File: config.mk
export PLATFORM = sky130hd
export DESIGN_NAME = zcl_top
export DESIGN_NICKNAME = d
export VERILOG_FILES = /design/src/inc/zcl_pkg.sv /design/src/rtl/zcl_sync.sv /design/src/rtl/zcl_top.sv
export SDC_FILE = /design/constraint.sdc
export NUM_CORES = 1
export LEC_CHECK = 0
export BUFFER_PORTS_ARGS = -buffer_cell sky130_fd_sc_hd__buf_2
export CAP_MARGIN = 5
export CORE_MARGIN = 2
export CORE_UTILIZATION = 42
export DETAILED_ROUTE_END_ITERATION = 7
export PLACE_DENSITY = 0.68
export SLEW_MARGIN = 25
export SYNTH_ARGS = -nofsm -noshare
export SYNTH_HDL_FRONTEND = slang
export SYNTH_SLANG_ARGS = --single-unit
File: constraint.sdc
create_clock -name clock -period 1.4 [get_ports clock]
set_input_delay 0.14 -clock clock [delete_from_list [all_inputs] [get_ports clock]]
set_output_delay 0.14 -clock clock [all_outputs]
set_load 0.02 [all_outputs]
File: src/inc/zcl_pkg.sv
// =====================================================================
// zcl_pkg: shared constants and carriers of the zero-cross logic block
// =====================================================================
// assumes an 8-bit register port with a 3-bit word offset and a
// single 100 MHz system clock.
package zcl_pkg;

    // =================================================================
    // widths
    // =================================================================
    localparam int ZCL_AW = 3;                      // register offset width
    localparam int ZCL_DW = 8;                      // register data width

    // =================================================================
    // register offsets
    // =================================================================
    localparam logic [2:0] ZCL_OFF_CONTROL  = 3'h0; // crossing_control_reg
    localparam logic [2:0] ZCL_OFF_FLAGS    = 3'h1; // peripheral_flag_reg_two
    localparam logic [2:0] ZCL_OFF_ENABLES  = 3'h2; // peripheral_enable_reg_two
    localparam logic [2:0] ZCL_OFF_IRQCTL   = 3'h3; // irq_control_reg
    localparam logic [2:0] ZCL_OFF_MODDIS   = 3'h4; // module_disable_reg_three

    // =================================================================
    // field positions
    // =================================================================
    localparam int ZCL_BIT_SOFT_EN  = 7;            // control: soft_enable
    localparam int ZCL_BIT_OUT      = 5;            // control: read-only output
    localparam int ZCL_BIT_INVERT   = 4;            // control: output_invert
    localparam int ZCL_BIT_RISE_EN  = 1;            // control: rise_irq_enable
    localparam int ZCL_BIT_FALL_EN  = 0;            // control: fall_irq_enable
    localparam int ZCL_BIT_FLAG     = 0;            // flags: crossing_irq_flag
    localparam int ZCL_BIT_IRQ_EN   = 0;            // enables: crossing_irq_enable
    localparam int ZCL_BIT_GLOBAL   = 7;            // irqctl: global_irq_gate
    localparam int ZCL_BIT_PERIPH   = 6;            // irqctl: peripheral_irq_gate
    localparam int ZCL_BIT_MODDIS   = 0;            // moddis: crossing_module_disable

    // =================================================================
    // reset values
    // =================================================================
    localparam logic       ZCL_RST_BIT   = 1'b0;    // every control bit clears
    localparam logic       ZCL_RST_FUSE  = 1'b1;    // disabled until fuse is caught
    localparam logic [7:0] ZCL_RST_DATA  = 8'h00;   // read data at rest

    // =================================================================
    // carriers
    // =================================================================
    // one register request from the processor side
    typedef struct packed {
        logic [2:0] addr;                           // word offset
        logic [7:0] wdata;                          // write data
        logic       wr;                             // write strobe
        logic       rd;                             // read strobe
    } zcl_bus_req_t;

    // polarity-adjusted output as offered to the timers
    typedef struct packed {
        logic gate_odd;                             // gate source, odd timers
        logic clk_even;                             // clock source, even timers
        logic rst_even;                             // reset source, even timers
    } zcl_timer_src_t;

endpackage

File: src/rtl/zcl_sync.sv
// =====================================================================
// zcl_sync: three-stage synchroniser with agreement filter
// =====================================================================
// assumes din is asynchronous to clock; q changes only once the second
// and third stages agree, so one metastable sample never leaks out.
`timescale 1ns/10ps

module zcl_sync (
    input  wire logic clock,                        // system clock
    input  wire logic resetn,                       // async reset, active low
    input  wire logic din,                          // asynchronous level
    output logic      q                             // filtered level
);
    import zcl_pkg::*;

    logic s1_ff;                                    // first stage, read by s2 only
    logic s2_ff;                                    // second stage
    logic s3_ff;                                    // third stage
    logic q_ff;                                     // accepted level

    // =================================================================
    // shift chain
    // =================================================================
    // the first stage feeds nothing but the second stage
    always_ff @(posedge clock or negedge resetn) begin
        if (!resetn) begin
            s1_ff <= ZCL_RST_BIT;
            s2_ff <= ZCL_RST_BIT;
            s3_ff <= ZCL_RST_BIT;
        end else begin
            s1_ff <= din;
            s2_ff <= s1_ff;
            s3_ff <= s2_ff;
        end
    end

    // =================================================================
    // agreement filter
    // =================================================================
    // accept a new level only when two settled stages match
    always_ff @(posedge clock or negedge resetn) begin
        if (!resetn) begin
            q_ff <= ZCL_RST_BIT;
        end else if (s2_ff == s3_ff) begin
            q_ff <= s3_ff;
        end
    end

    assign q = q_ff;

endmodule

File: src/rtl/zcl_top.sv
// =====================================================================
// zcl_top: digital side of the zero-cross detector
// =====================================================================
// assumes the analog front end drives sink_active high while the pin
// sinks current, a register master on the same clock, and a fuse level
// that is stable from power-on. nothing here stops in sleep.
`timescale 1ns/10ps

// Notes on behaviour
// - raw state high on sink, low on source
// - front end choice of sink/source is input
// - invert set flips output; clear follows raw
// - output offered as timer gate/clock/reset
// - separate rising and falling edge detectors
// - enabled edge sets the shared crossing flag
// - request needs flag and three enables set
// - invert write makes edge, regardless of enable
// - software clears flag; set beats clear
// - all detection keeps running during sleep
// - fuse clear: active unless module disabled, soft enable ignored
// - fuse set: disabled until soft enable
// - module disable switches off, either fuse state
// - fuse set plus soft enable forces pin drive
module zcl_top (
    input  wire logic             clock,            // system clock, 100 MHz
    input  wire logic             resetn,           // async reset, active low
    input  wire zcl_pkg::zcl_bus_req_t bus_req,     // register request
    output logic [7:0]            rdata,            // read data, cycle after read
    input  wire logic             sink_active,      // front end: pin sinking current
    input  wire logic             config_fuse,      // crossing_config_fuse level
    output zcl_pkg::zcl_timer_src_t timer_src,      // output to timer modules
    output logic                  force_pin_drive,  // pin driven by current loop
    output logic                  irq               // interrupt to the processor
);
    import zcl_pkg::*;

    // =================================================================
    // declarations
    // =================================================================
    logic       raw_sync;                           // synchronised raw state
    logic       fuse_ff;                            // captured fuse level
    logic       fuse_done_ff;                       // fuse already captured
    logic       soft_enable_ff;                     // software enable
    logic       output_invert_ff;                   // polarity select
    logic       rise_en_ff;                         // rising edge enable
    logic       fall_en_ff;                         // falling edge enable
    logic       flag_ff;                            // crossing_irq_flag
    logic       irq_en_ff;                          // crossing_irq_enable
    logic       global_gate_ff;                     // global_irq_gate
    logic       periph_gate_ff;                     // peripheral_irq_gate
    logic       mod_dis_ff;                         // crossing_module_disable
    logic       active_ff;                          // detector running
    logic       out_ff;                             // polarity-adjusted output
    logic       prev_ff;                            // output one cycle earlier
    logic       irq_ff;                             // registered request
    logic [7:0] rdata_ff;                           // registered read data
    logic       nxt_active;                         // next running state
    logic       nxt_out;                            // next adjusted output
    logic       rise_edge;                          // rising edge seen
    logic       fall_edge;                          // falling edge seen
    logic       set_flag;                           // enabled edge seen
    logic       clr_flag;                           // write of one to flag
    logic       wr_control;                         // control register write
    logic [7:0] nxt_rdata;                          // read mux result

    // =================================================================
    // helper functions
    // =================================================================
    // address match for one strobe, used by writes and reads
    function automatic logic hit(input logic strobe, input logic [2:0] a,
                                 input logic [2:0] off);
        hit = strobe && (a == off);
    endfunction

    // polarity: invert flips the raw state, zero passes it
    function automatic logic polarize(input logic raw, input logic inv);
        polarize = raw ^ inv;
    endfunction

    // =================================================================
    // input synchroniser
    // =================================================================
    // the front end's choice is asynchronous to clock
    zcl_sync u_sync (
        .clock  (clock),
        .resetn (resetn),
        .din    (sink_active),
        .q      (raw_sync)
    );

    // =================================================================
    // fuse capture
    // =================================================================
    // the fuse is caught once after reset release; until then the
    // block behaves as if the fuse were set, i.e. stays disabled
    always_ff @(posedge clock or negedge resetn) begin
        if (!resetn) begin
            fuse_ff      <= ZCL_RST_FUSE;
            fuse_done_ff <= ZCL_RST_BIT;
        end else if (!fuse_done_ff) begin
            fuse_ff      <= config_fuse;
            fuse_done_ff <= 1'b1;
        end
    end

    // =================================================================
    // register write decode
    // =================================================================
    assign wr_control = hit(bus_req.wr, bus_req.addr, ZCL_OFF_CONTROL);
    assign clr_flag   = hit(bus_req.wr, bus_req.addr, ZCL_OFF_FLAGS) &&
                        bus_req.wdata[ZCL_BIT_FLAG];

    // control register fields
    always_ff @(posedge clock or negedge resetn) begin
        if (!resetn) begin
            soft_enable_ff   <= ZCL_RST_BIT;
            output_invert_ff <= ZCL_RST_BIT;
            rise_en_ff       <= ZCL_RST_BIT;
            fall_en_ff       <= ZCL_RST_BIT;
        end else if (wr_control) begin
            soft_enable_ff   <= bus_req.wdata[ZCL_BIT_SOFT_EN];
            output_invert_ff <= bus_req.wdata[ZCL_BIT_INVERT];
            rise_en_ff       <= bus_req.wdata[ZCL_BIT_RISE_EN];
            fall_en_ff       <= bus_req.wdata[ZCL_BIT_FALL_EN];
        end
    end

    // interrupt enable register
    always_ff @(posedge clock or negedge resetn) begin
        if (!resetn) begin
            irq_en_ff <= ZCL_RST_BIT;
        end else if (hit(bus_req.wr, bus_req.addr, ZCL_OFF_ENABLES)) begin
            irq_en_ff <= bus_req.wdata[ZCL_BIT_IRQ_EN];
        end
    end

    // global and peripheral gates
    always_ff @(posedge clock or negedge resetn) begin
        if (!resetn) begin
            global_gate_ff <= ZCL_RST_BIT;
            periph_gate_ff <= ZCL_RST_BIT;
        end else if (hit(bus_req.wr, bus_req.addr, ZCL_OFF_IRQCTL)) begin
            global_gate_ff <= bus_req.wdata[ZCL_BIT_GLOBAL];
            periph_gate_ff <= bus_req.wdata[ZCL_BIT_PERIPH];
        end
    end

    // module disable register
    always_ff @(posedge clock or negedge resetn) begin
        if (!resetn) begin
            mod_dis_ff <= ZCL_RST_BIT;
        end else if (hit(bus_req.wr, bus_req.addr, ZCL_OFF_MODDIS)) begin
            mod_dis_ff <= bus_req.wdata[ZCL_BIT_MODDIS];
        end
    end

    // =================================================================
    // enable resolution
    // =================================================================
    // fuse clear: soft enable ignored, only module disable stops it;
    // fuse set: soft enable starts it, module disable overrides
    always_comb begin
        if (fuse_ff) begin
            nxt_active = soft_enable_ff && !mod_dis_ff;
        end else begin
            nxt_active = !mod_dis_ff;
        end
    end

    // running state; also drives the pin into current-loop mode
    always_ff @(posedge clock or negedge resetn) begin
        if (!resetn) begin
            active_ff <= ZCL_RST_BIT;
        end else begin
            active_ff <= nxt_active;
        end
    end

    // =================================================================
    // logic output and edge detectors
    // =================================================================
    // a stopped detector reads raw low; invert still applies, so a
    // write to invert moves the output even with the detector off
    assign nxt_out = polarize(active_ff && raw_sync,
                              output_invert_ff);

    // output and its one-cycle history, never gated by sleep
    always_ff @(posedge clock or negedge resetn) begin
        if (!resetn) begin
            out_ff  <= ZCL_RST_BIT;
            prev_ff <= ZCL_RST_BIT;
        end else begin
            out_ff  <= nxt_out;
            prev_ff <= out_ff;
        end
    end

    assign rise_edge = out_ff && !prev_ff;
    assign fall_edge = !out_ff && prev_ff;
    assign set_flag  = (rise_edge && rise_en_ff) ||
                       (fall_edge && fall_en_ff);

    // =================================================================
    // crossing flag and request
    // =================================================================
    // sticky; an edge in the clearing cycle keeps the flag set
    always_ff @(posedge clock or negedge resetn) begin
        if (!resetn) begin
            flag_ff <= ZCL_RST_BIT;
        end else if (set_flag) begin
            flag_ff <= 1'b1;
        end else if (clr_flag) begin
            flag_ff <= 1'b0;
        end
    end

    // level request, held while the flag and all gates are set
    always_ff @(posedge clock or negedge resetn) begin
        if (!resetn) begin
            irq_ff <= ZCL_RST_BIT;
        end else begin
            irq_ff <= flag_ff && irq_en_ff &&
                      periph_gate_ff && global_gate_ff;
        end
    end

    // =================================================================
    // read path
    // =================================================================
    // unmapped offsets and idle cycles read zero
    always_comb begin
        nxt_rdata = ZCL_RST_DATA;
        if (hit(bus_req.rd, bus_req.addr, ZCL_OFF_CONTROL)) begin
            nxt_rdata[ZCL_BIT_SOFT_EN] = soft_enable_ff;
            nxt_rdata[ZCL_BIT_OUT]     = out_ff;
            nxt_rdata[ZCL_BIT_INVERT]  = output_invert_ff;
            nxt_rdata[ZCL_BIT_RISE_EN] = rise_en_ff;
            nxt_rdata[ZCL_BIT_FALL_EN] = fall_en_ff;
        end else if (hit(bus_req.rd, bus_req.addr, ZCL_OFF_FLAGS)) begin
            nxt_rdata[ZCL_BIT_FLAG]    = flag_ff;
        end else if (hit(bus_req.rd, bus_req.addr, ZCL_OFF_ENABLES)) begin
            nxt_rdata[ZCL_BIT_IRQ_EN]  = irq_en_ff;
        end else if (hit(bus_req.rd, bus_req.addr, ZCL_OFF_IRQCTL)) begin
            nxt_rdata[ZCL_BIT_GLOBAL]  = global_gate_ff;
            nxt_rdata[ZCL_BIT_PERIPH]  = periph_gate_ff;
        end else if (hit(bus_req.rd, bus_req.addr, ZCL_OFF_MODDIS)) begin
            nxt_rdata[ZCL_BIT_MODDIS]  = mod_dis_ff;
        end
    end

    // data stand in the cycle after the strobe only
    always_ff @(posedge clock or negedge resetn) begin
        if (!resetn) begin
            rdata_ff <= ZCL_RST_DATA;
        end else begin
            rdata_ff <= nxt_rdata;
        end
    end

    // =================================================================
    // outputs, each straight from a flip-flop
    // =================================================================
    assign rdata              = rdata_ff;
    assign timer_src.gate_odd = out_ff;
    assign timer_src.clk_even = out_ff;
    assign timer_src.rst_even = out_ff;
    assign force_pin_drive    = active_ff;
    assign irq                = irq_ff;

    // =================================================================
    // assertions
    // =================================================================
    property p_out_raw;
        @(posedge clock) disable iff (!resetn)
        (active_ff && !output_invert_ff) |=> (out_ff == $past(raw_sync));
    endproperty
    a_out_raw: assert property (p_out_raw)
        else $error("output does not follow raw state");

    property p_out_inv;
        @(posedge clock) disable iff (!resetn)
        (active_ff && output_invert_ff) |=> (out_ff == !$past(raw_sync));
    endproperty
    a_out_inv: assert property (p_out_inv)
        else $error("inverted output wrong");

    property p_rise_sets;
        @(posedge clock) disable iff (!resetn)
        (rise_en_ff && out_ff && !prev_ff) |=> flag_ff;
    endproperty
    a_rise_sets: assert property (p_rise_sets)
        else $error("enabled rising edge did not set flag");

    property p_fall_sets;
        @(posedge clock) disable iff (!resetn)
        (fall_en_ff && !out_ff && prev_ff) |=> flag_ff;
    endproperty
    a_fall_sets: assert property (p_fall_sets)
        else $error("enabled falling edge did not set flag");

    property p_no_spurious;
        @(posedge clock) disable iff (!resetn)
        (!flag_ff && !set_flag) |=> !flag_ff;
    endproperty
    a_no_spurious: assert property (p_no_spurious)
        else $error("flag set without enabled edge");

    property p_set_wins;
        @(posedge clock) disable iff (!resetn)
        (set_flag && clr_flag) |=> flag_ff;
    endproperty
    a_set_wins: assert property (p_set_wins)
        else $error("clear beat a simultaneous set");

    property p_irq;
        @(posedge clock) disable iff (!resetn)
        1'b1 |=> (irq == $past(flag_ff && irq_en_ff && periph_gate_ff &&
                               global_gate_ff));
    endproperty
    a_irq: assert property (p_irq)
        else $error("request does not match flag and gates");

    property p_invert_edge;
        @(posedge clock) disable iff (!resetn)
        (wr_control && (bus_req.wdata[ZCL_BIT_INVERT] != output_invert_ff))
        ##1 ($stable(raw_sync) && $stable(active_ff))
        |=> (out_ff != prev_ff);
    endproperty
    a_invert_edge: assert property (p_invert_edge)
        else $error("invert change did not move output");

    property p_fuse_clear;
        @(posedge clock) disable iff (!resetn)
        (fuse_done_ff && !fuse_ff && !mod_dis_ff) |=> active_ff;
    endproperty
    a_fuse_clear: assert property (p_fuse_clear)
        else $error("fuse clear but detector inactive");

    property p_fuse_set;
        @(posedge clock) disable iff (!resetn)
        (fuse_ff && (!soft_enable_ff || mod_dis_ff)) |=> !active_ff;
    endproperty
    a_fuse_set: assert property (p_fuse_set)
        else $error("detector active without soft enable");

    property p_timer_src;
        @(posedge clock) disable iff (!resetn)
        rise_edge |-> (timer_src.clk_even && timer_src.gate_odd &&
                       timer_src.rst_even && $past(!timer_src.clk_even));
    endproperty
    a_timer_src: assert property (p_timer_src)
        else $error("timer sources disagree with output");

endmodule

-- Word level (Yosys, flattened, before mapping)
Cells that the tools add are included.
- register bits after elaboration: 25
- bits of input ports: 17
- output and inout port bits: 13
- logic and storage cells: 67
- equality and inequality tests: 5
- muxes and demuxes: 15
- bitwise operators: 1
- reductions and logical operators: 26
- operators with widths (cell ; count):
    1-bit logical AND ; 20
    1-bit two-way mux ; 11
    2-bit two-way mux ; 4
    3-bit by 2-bit equality test with 1-bit output (second input constant) ; 2
    3-bit by 1-bit equality test with 1-bit output (second input constant) ; 1
    3-bit equality test (second input constant) ; 1
    1-bit logical NOT ; 3
    3-bit logical NOT ; 1
    2-bit nonzero test ; 1
    1-bit equality test ; 1
    1-bit logical OR ; 1
    1-bit XOR ; 1

-- Longest topological paths before layout
Gate-level depths: netlist of the first run.
- depth in word-level cells: 7
- mapped depth: 4
- gate-level depth less buffers: 3

-- By module
From an unflattened synthesis of the first run, not the netlist that was laid out.
- cells, all modules: 73
- area total of the unflattened synthesis: 1033.5 um2
- by module, submodules not included (module ; instances ; cells an instance ; area each (um2) ; seq. area each (um2)):
    zcl_top ; 1 ; 68 ; 922.1 ; 526.8
    zcl_sync ; 1 ; 5 ; 111.4 ; 100.1

-- Least setup slack after synthesis of the first run
No wires, ideal clock.
- kind: input to register
- start point: in bus_req[11] in the netlist's numbering
- end point: reg mod_dis_ff
- setup time: 0.125 ns
- arrival time: 0.869 ns
- data required time: 1.275 ns
- slack: 0.406 ns
- stages on the path: 4
- buffers on the path: 1
- path through: buf_4 nor2_4 and3_4 mux2_4
- cells in the longest elaborated chain, start to end: 2
- RTL lines (element ; line ; RTL):
    start, declared ; zcl_top.sv:27 ; input wire zcl_pkg::zcl_bus_req_t bus_req,
    3-bit equality test ; zcl_top.sv:72 ; hit = strobe && (a == off);
    1-bit logical AND ; zcl_top.sv:72 ;
    end signal, assigned ; zcl_top.sv:153 ; mod_dis_ff <= bus_req.wdata[ZCL_BIT_MODDIS];
    end, declared ; zcl_top.sv:51 ; logic mod_dis_ff;
No other way between the ends.
A chain may end at the register's enable or synchronous reset.

-- Worst setup path after layout of the first run
- start point: reg out_ff
- end point: out timer_src[0] in the netlist's numbering
- RTL lines (element ; line ; RTL):
    start, declared ; zcl_top.sv:53 ; logic out_ff;
    start signal, assigned ; zcl_top.sv:193 ; out_ff <= nxt_out;
    end, declared ; zcl_top.sv:31 ; output zcl_pkg::zcl_timer_src_t timer_src,
No word-level cell between the ends.

==> summary.md, run 1 <==
| Metric | Value |
|---|---|
| FMAX | `0.887 GHz` |
| CP startpoint kind | `flip-flop` |
| Count leader, synth | `dfrtp_1` |
| Crit-path max cell delay | `470 ps` |
| CP top delay family | `flip-flops` |
| Initial core utilization | `45.4%` |
| Setup_tns | `0 ps` |
| Rel. slew slack | `64.4%` |
| Seq cells post-synth | `25` |
| Mapped Avg Cell Area | `14.1 µm²` |
| Design area | `0.00118 mm²` |
| Antenna violation net count after detailed routing | `0` |
| Asr flop ratio synth | `100%` |
| Min setup slack post-route | `273 ps` |
| Setup violators final | `0` |
| Top FF cell, synth | `dfrtp_1` |
| Setup CP Type | `reg -> out` |
| I/O pin count | `30` |
| Initial antenna violation count | `0` |
| Final HPWL DP | `1200 µm` |
| WP buf/inv | `1` |
| Slew Limit Fails | `0` |
| Final Critical Period | `1130 ps` |
| Power Total | `1530 µW` |
| Rows | `17` |
| GRT Util Overall | `12.5%` |
| EDFF count, synth | `0` |
| Hold slack | `47.5 ps` |
| Nets | `115` |
| Max Cap Viol | `0` |
| Total number of vias | `602` |
| Die H | `53.6 µm` |
| CP arrival | `990 ps` |
| Cells after synthesis | `73` |
| Hold crit path type | `in -> reg` |
| Growth of design area from synthesis to finish | `14.5%` |
| RSZ-0062 raised after global routing | `no` |
| CP max-delay cell | `dfrtp_1` |
| Synth area leader | `dfrtp_1` |
| Fin crit share | `80.5%` |
| Initial DRC count | `4` |
| Post-synth cell types | `30` |
| Area of the core | `0.00228 mm²` |
| CTS tree | `built` |
| Vias in the first global route | `544` |
| Pin count of the biggest net entering global routing | `26` |
| Share of cells above drive strength 1 | `45.4%` |
| Vias per inst | `4.82` |
| CTS Sinks | `25` |
| CTS Buffer Depth | `2` |
| Total CTS buffers | `3` |
| Worst Max-Slew Pin Slew | `533 ps` |
| Die W | `53.6 µm` |
| Drt first pass iters | `3` |
| Top-area cell type share of the netlist area | `58.2%` |
| Worst slack at placement | `266 ps` |
| CTS H-tree lvls | `1` |
| Port Buffers | `24` |
| Synthesized area | `0.00103 mm²` |
| Routed WL per cell | `12.9 µm` |
| First-pass GRT wire length | `2420 µm` |
| Crit-path cells | `buf_2` |
| R2R depth | `3` |
| Placer Congestion | `0.720` |
| Worst Path Required | `1260 ps` |
| PD cells | `1290 mW/mm²` |
| Fin. Hold Viols | `0` |
| Clock Skew | `5.85 ps` |
| DP Area | `0.00113 mm²` |
| Drt drc | `0` |
| Die Area | `0.00287 mm²` |
| Worst skew pair latency | `310 ps` |
| Crit. End Element | `primary output` |
| Synth top area cells | `dfrtp_1, mux2_2, buf_4` |
| Sequential element share of the synthesized area | `60.7%` |
| Commonest cells in the netlist | `dfrtp_1, mux2_2, buf_4` |
| LEAKAGE | `0.000586 µW` |
| Total grt overflow | `0` |
| Stages on worst setup path | `1` |
| Postcts setup bufs | `0` |
| # diodes | `0` |
| Max reg flops | `6` |
| Routed WL | `1620 µm` |
| Status | `finished clean` |
| Ys Warns | `0` |
| Clk pin slew, worst setup/hold paths | `130 ps` |
| Worst Hold Path Cells | `2` |
| Worst-path fanout max | `7` |
| VDD IR max | `0.800 mV` |
| Clock root buffer | `clkbuf_4` |
-- worst reg2reg max path: stages (launching register included) --
cell,delay (ps)
dfrtp_1,410
mux2i_1,130
o21ai_0,100
o211a_1,210
-- power breakdown --
part	switching (µW)	total, µW	internal [µW]
Combinational	161	302	141
Sequential	79.3	912	833
Clock	206	313	107
-- through the flow --
step / std cells / util (%)
final: 125 / 52.0
after global routing: 125 / 52.0
after CTS: 125 / 52.0
after detailed placement: 119 / 49.9
after global placement: 119 / 49.9
after floorplan: 74 / -
-- layer usage --
layer / track usage, % / part of all wire [%]
met5: 0 / 0
met4: 7.69 / 1.3
met3: 3.33 / 5.4
met2: 18.9 / 48
met1: 15.8 / 46
-- cells by family (layout without fill, tap and decap cells) --
group / Yosys count / after routing / synth area share [%]
buf+inv: 8 / 31 / 5.82
fa+ha+maj: 1 / 1 / 0.970
simple gates: 19 / 19 / 14.7
flops: 25 / 25 / 60.7
xor+xnor: 1 / 1 / 0.849
mux: 10 / 10 / 11.2
compound gates: 7 / 7 / 5.09
other cells: 2 / 3 / 0.728
-- area by class of cell --
cell class                      instances  area (µm²)
Inverter                                1        3.75
Multi-Input combinational cell         41         349
Clock buffer                            3        22.5
Sequential cell                        25         627
Clock inverter                          1        5.00
Tap cell                               28        35.0
Fill cell                             203        1090
Timing Repair Buffer                   26         140
-- timing repair --
action                                 in CTS  in global routing
endpoints found under the hold margin      25                  0
gates resized for setup                     0                  0
hold buffers                                2                  0
setup endpoints to repair                   0                  0
-- worst paths after layout --
kind | startpoint | end | slack (ps)
hold reg to reg | u_sync.s1_ff$_DFF_PN0_ | u_sync.s2_ff$_DFF_PN0_ | 400
min in group asynchronous | resetn | u_sync.s1_ff$_DFF_PN0_ | 320
setup / recovery | out_ff$_DFF_PN0_ | timer_src[0] | 270
max in group asynchronous | resetn | fuse_ff$_DFFE_PN1N_ | 710
hold / removal | config_fuse | fuse_ff$_DFFE_PN1N_ | 50
setup reg to reg | irq_en_ff$_DFFE_PN0P_ | rdata[0]$_DFF_PN0_ | 460
-- cells in the final DEF (no fill, tap or decap) --
master,synthesis,routed
o31ai_1,1,1
mux2_4,1,1
maj3_1,1,1
clkinv_2,0,1
a21bo_2,1,1
dfrtp_1,24,24
inv_1,1,1
nor2b_1,1,1
nand4b_1,1,1
and4_1,2,2
o211ai_1,1,1
nand2_1,4,4
o21ai_0,1,1
dlygate4sd3_1,0,2
nor3_4,1,1
a21boi_0,1,1
clkbuf_4,0,3
nand2b_4,1,1
and3_4,1,1
nor3b_2,1,1
mux2i_1,1,1
o211a_1,1,1
xnor2_1,1,1
nand3_1,1,1
buf_2,0,24
and3_1,3,3
conb_1,2,3
nor2_4,1,1
a21oi_1,1,1
dfstp_2,1,1
mux2_2,8,8
nand3b_1,2,2
Note: power is estimated with default switching activity, not from simulation.
==> run 2, diff against run 1 <==
clock period = 1.06 ns   (was 1.4 ns; I/O delays follow)
==> summary.md, run 2 (synthesis results as in run 1) <==
| Metric | Value |
|---|---|
| Initial DRC count | `5 (+1)` |
| Routed WL per cell | `12.7 µm (-2.1%)` |
| LEAKAGE | `0.000608 µW (+3.8%)` |
| Multi-input logic area | `349 µm² (unchanged)` |
| Fillcell total | `198 (-2.5%)` |
| Crit-path cells | `buf_2` |
| CP arrival | `940 ps (-50 ps)` |
| Final Critical Period | `1050 ps` |
| Cells after DPL | `121 (+1.7%)` |
| I/O pin count | `30 (unchanged)` |
| First-pass GRT wire length | `2560 µm (+6.0%)` |
| Vias in the first global route | `560 (+2.9%)` |
| CP top delay family | `flip-flops` |
| Clock power share | `21.0% (+0.5 points)` |
| VDD IR max | `1.14 mV (+43%)` |
| Fin. Hold Viols | `0 (unchanged)` |
| Clock root buffer | `clkbuf_4` |
| CTS H-tree lvls | `1 (unchanged)` |
| Most common cell after layout, fill and taps aside | `buf_2` |
| Die Area | `0.00287 mm² (unchanged)` |
| # diodes | `0 (unchanged)` |
| Combinational Power Share | `21.3% (+1.5 points)` |
| CTS Sinks | `25 (unchanged)` |
| CP startpoint kind | `flip-flop` |
| Die W | `53.6 µm (unchanged)` |
| Placer Congestion | `0.703 (-2.5%)` |
| Total number of vias | `626 (+4.0%)` |
| Total grt overflow | `0 (unchanged)` |
| Switch Pwr | `624 µW (+40%)` |
| Worst skew pair latency | `320 ps (about the same)` |
| Drt first pass iters | `4 (+1)` |
| PD cells | `1680 mW/mm² (+30%)` |
| Sequential share of power | `57.7% (-2.1 points)` |
| Crit. End Element | `primary output` |
| DP Area | `0.00115 mm² (+1.3%)` |
| Worst-path fanout max | `4 (-3)` |
| Setup violators final | `0 (unchanged)` |
| Routed WL | `1660 µm (+2.6%)` |
| Switch share | `29.9% (+0.67 points)` |
| CP max-delay cell | `dfrtp_2` |
| Nets | `121 (+5.2%)` |
| Total CTS buffers | `3 (unchanged)` |
| Worst Path Required | `950 ps (-310 ps)` |
| Setup CP Type | `reg -> out` |
| CTS tree | `built` |
| Clk pin slew, worst setup/hold paths | `140 ps (about the same)` |
| RSZ-0062 raised after global routing | `yes` |
| Growth of design area from synthesis to finish | `20.0%` |
| GRT Util Overall | `13.3% (+0.88 points)` |
| Initial antenna violation count | `0 (unchanged)` |
| Antenna violation net count after detailed routing | `0 (unchanged)` |
| Port Buffers | `24 (unchanged)` |
| Status | `finished clean` |
| Final Non-Filler Cells | `131 (+4.8%)` |
| Sequential Area | `628 µm² (+0.20%)` |
| Rel. slew slack | `64.4% (-0.083 points)` |
| Max Cap Viol | `0 (unchanged)` |
| Worst Max-Slew Pin Slew | `535 ps (+1.24 ps)` |
| Final HPWL DP | `1250 µm (+4.2%)` |
| Rows | `17 (unchanged)` |
| Slew Limit Fails | `0 (unchanged)` |
| Area of the core | `0.00228 mm² (unchanged)` |
| Drt drc | `0 (unchanged)` |
| Crit-path max cell delay | `460 ps (about the same)` |
| Finished Core Util | `54.4% (+2.5 points)` |
| Internal | `1460 µW (+35%)` |
| Most frequent cells in the layout | `buf_2, dfrtp_1, mux2_2` |
| Hold crit path type | `in -> reg` |
| Vias per inst | `4.78 (-0.78%)` |
| FMAX | `0.956 GHz` |
| WP buf/inv | `1 (unchanged)` |
| Initial core utilization | `45.4% (unchanged)` |
| Pin count of the biggest net entering global routing | `26 (unchanged)` |
| Clock Skew | `1.85 ps (-4.00 ps)` |
| Share of cells above drive strength 1 | `46.6% (+1.2 points)` |
| Die H | `53.6 µm (unchanged)` |
| Fin crit share | `98.7%` |
| Max reg flops | `6 (unchanged)` |
| Design area | `0.00124 mm² (+4.8%)` |
| CTS Buffer Depth | `2 (unchanged)` |
==> run 2: what timing repair did <==
action                                  CTS  global route
endpoints found under the hold margin    27             1
hold buffers                              4             1
endpoints found under the setup margin    3             3
setup buffers                             1             0
resized for setup                         1             0
==> run 2: path summary, 6_finish.rpt <==
check	slack [ps]	startpoint	end	depth (start not counted)
hold reg to reg	390	u_sync.s1_ff$_DFF_PN0_	u_sync.s2_ff$_DFF_PN0_	0
setup / recovery	10	out_ff$_DFF_PN0_	timer_src[0]	1
max in group asynchronous	400	resetn	out_ff$_DFF_PN0_	2
setup reg to reg	110	irq_en_ff$_DFFE_PN0P_	rdata[0]$_DFF_PN0_	3
min in group asynchronous	280	resetn	u_sync.s1_ff$_DFF_PN0_	2
hold / removal	5	bus_req[8]	periph_gate_ff$_DFFE_PN0P_	2
==> run 2: layout make-up <==
| cell class | count | area share, % |
|---|---|---|
| multi-input combinational | 41 | 28.2 |
| timing repair buffer | 32 | 15.6 |
| clock buffer | 3 | 1.82 |
| tap | 28 | 2.83 |
| inverter | 1 | 0.303 |
| clock inverter | 1 | 0.606 |
| sequential | 25 | 50.7 |
==> run 2: metrics by stage <==
| stage | TNS, ps | setup slack [ps] | hold slack, ps | total power (µW) |
|---|---|---|---|---|
| after floorplan | 0 | 100 | -190 | 1530 |
| final | 0 | 13.9 | 5.25 | 2090 |
| after global routing | -37.7 | -13.5 | 3.33 | 2180 |
| after detailed placement | -57.0 | -19.6 | 118 | 1640 |
| after global placement | -44.0 | -13.2 | 109 | 1620 |
| after CTS | -8.07 | -3.17 | 0.199 | 2100 |
==> run 2: layer usage <==
metal,vias up,global-route usage (%),share of wire [%]
met1,297,17.4,46
met3,4,1.67,4.2
met5,-,0,0
met2,19,20.8,47
met4,0,8.97,2.3
li1,306,-,-
==> run 2: power groups by stage <==
stage | sequential [µW] | combinational [µW] | clock [µW]
5_1_grt | 1220 | 486 | 472
4_1_cts | 1210 | 449 | 450
3_5_place_dp | 1230 | 405 | 0
2_1_floorplan | 1220 | 306 | 0
6_report | 1200 | 444 | 438
3_3_place_gp | 1220 | 397 | 0
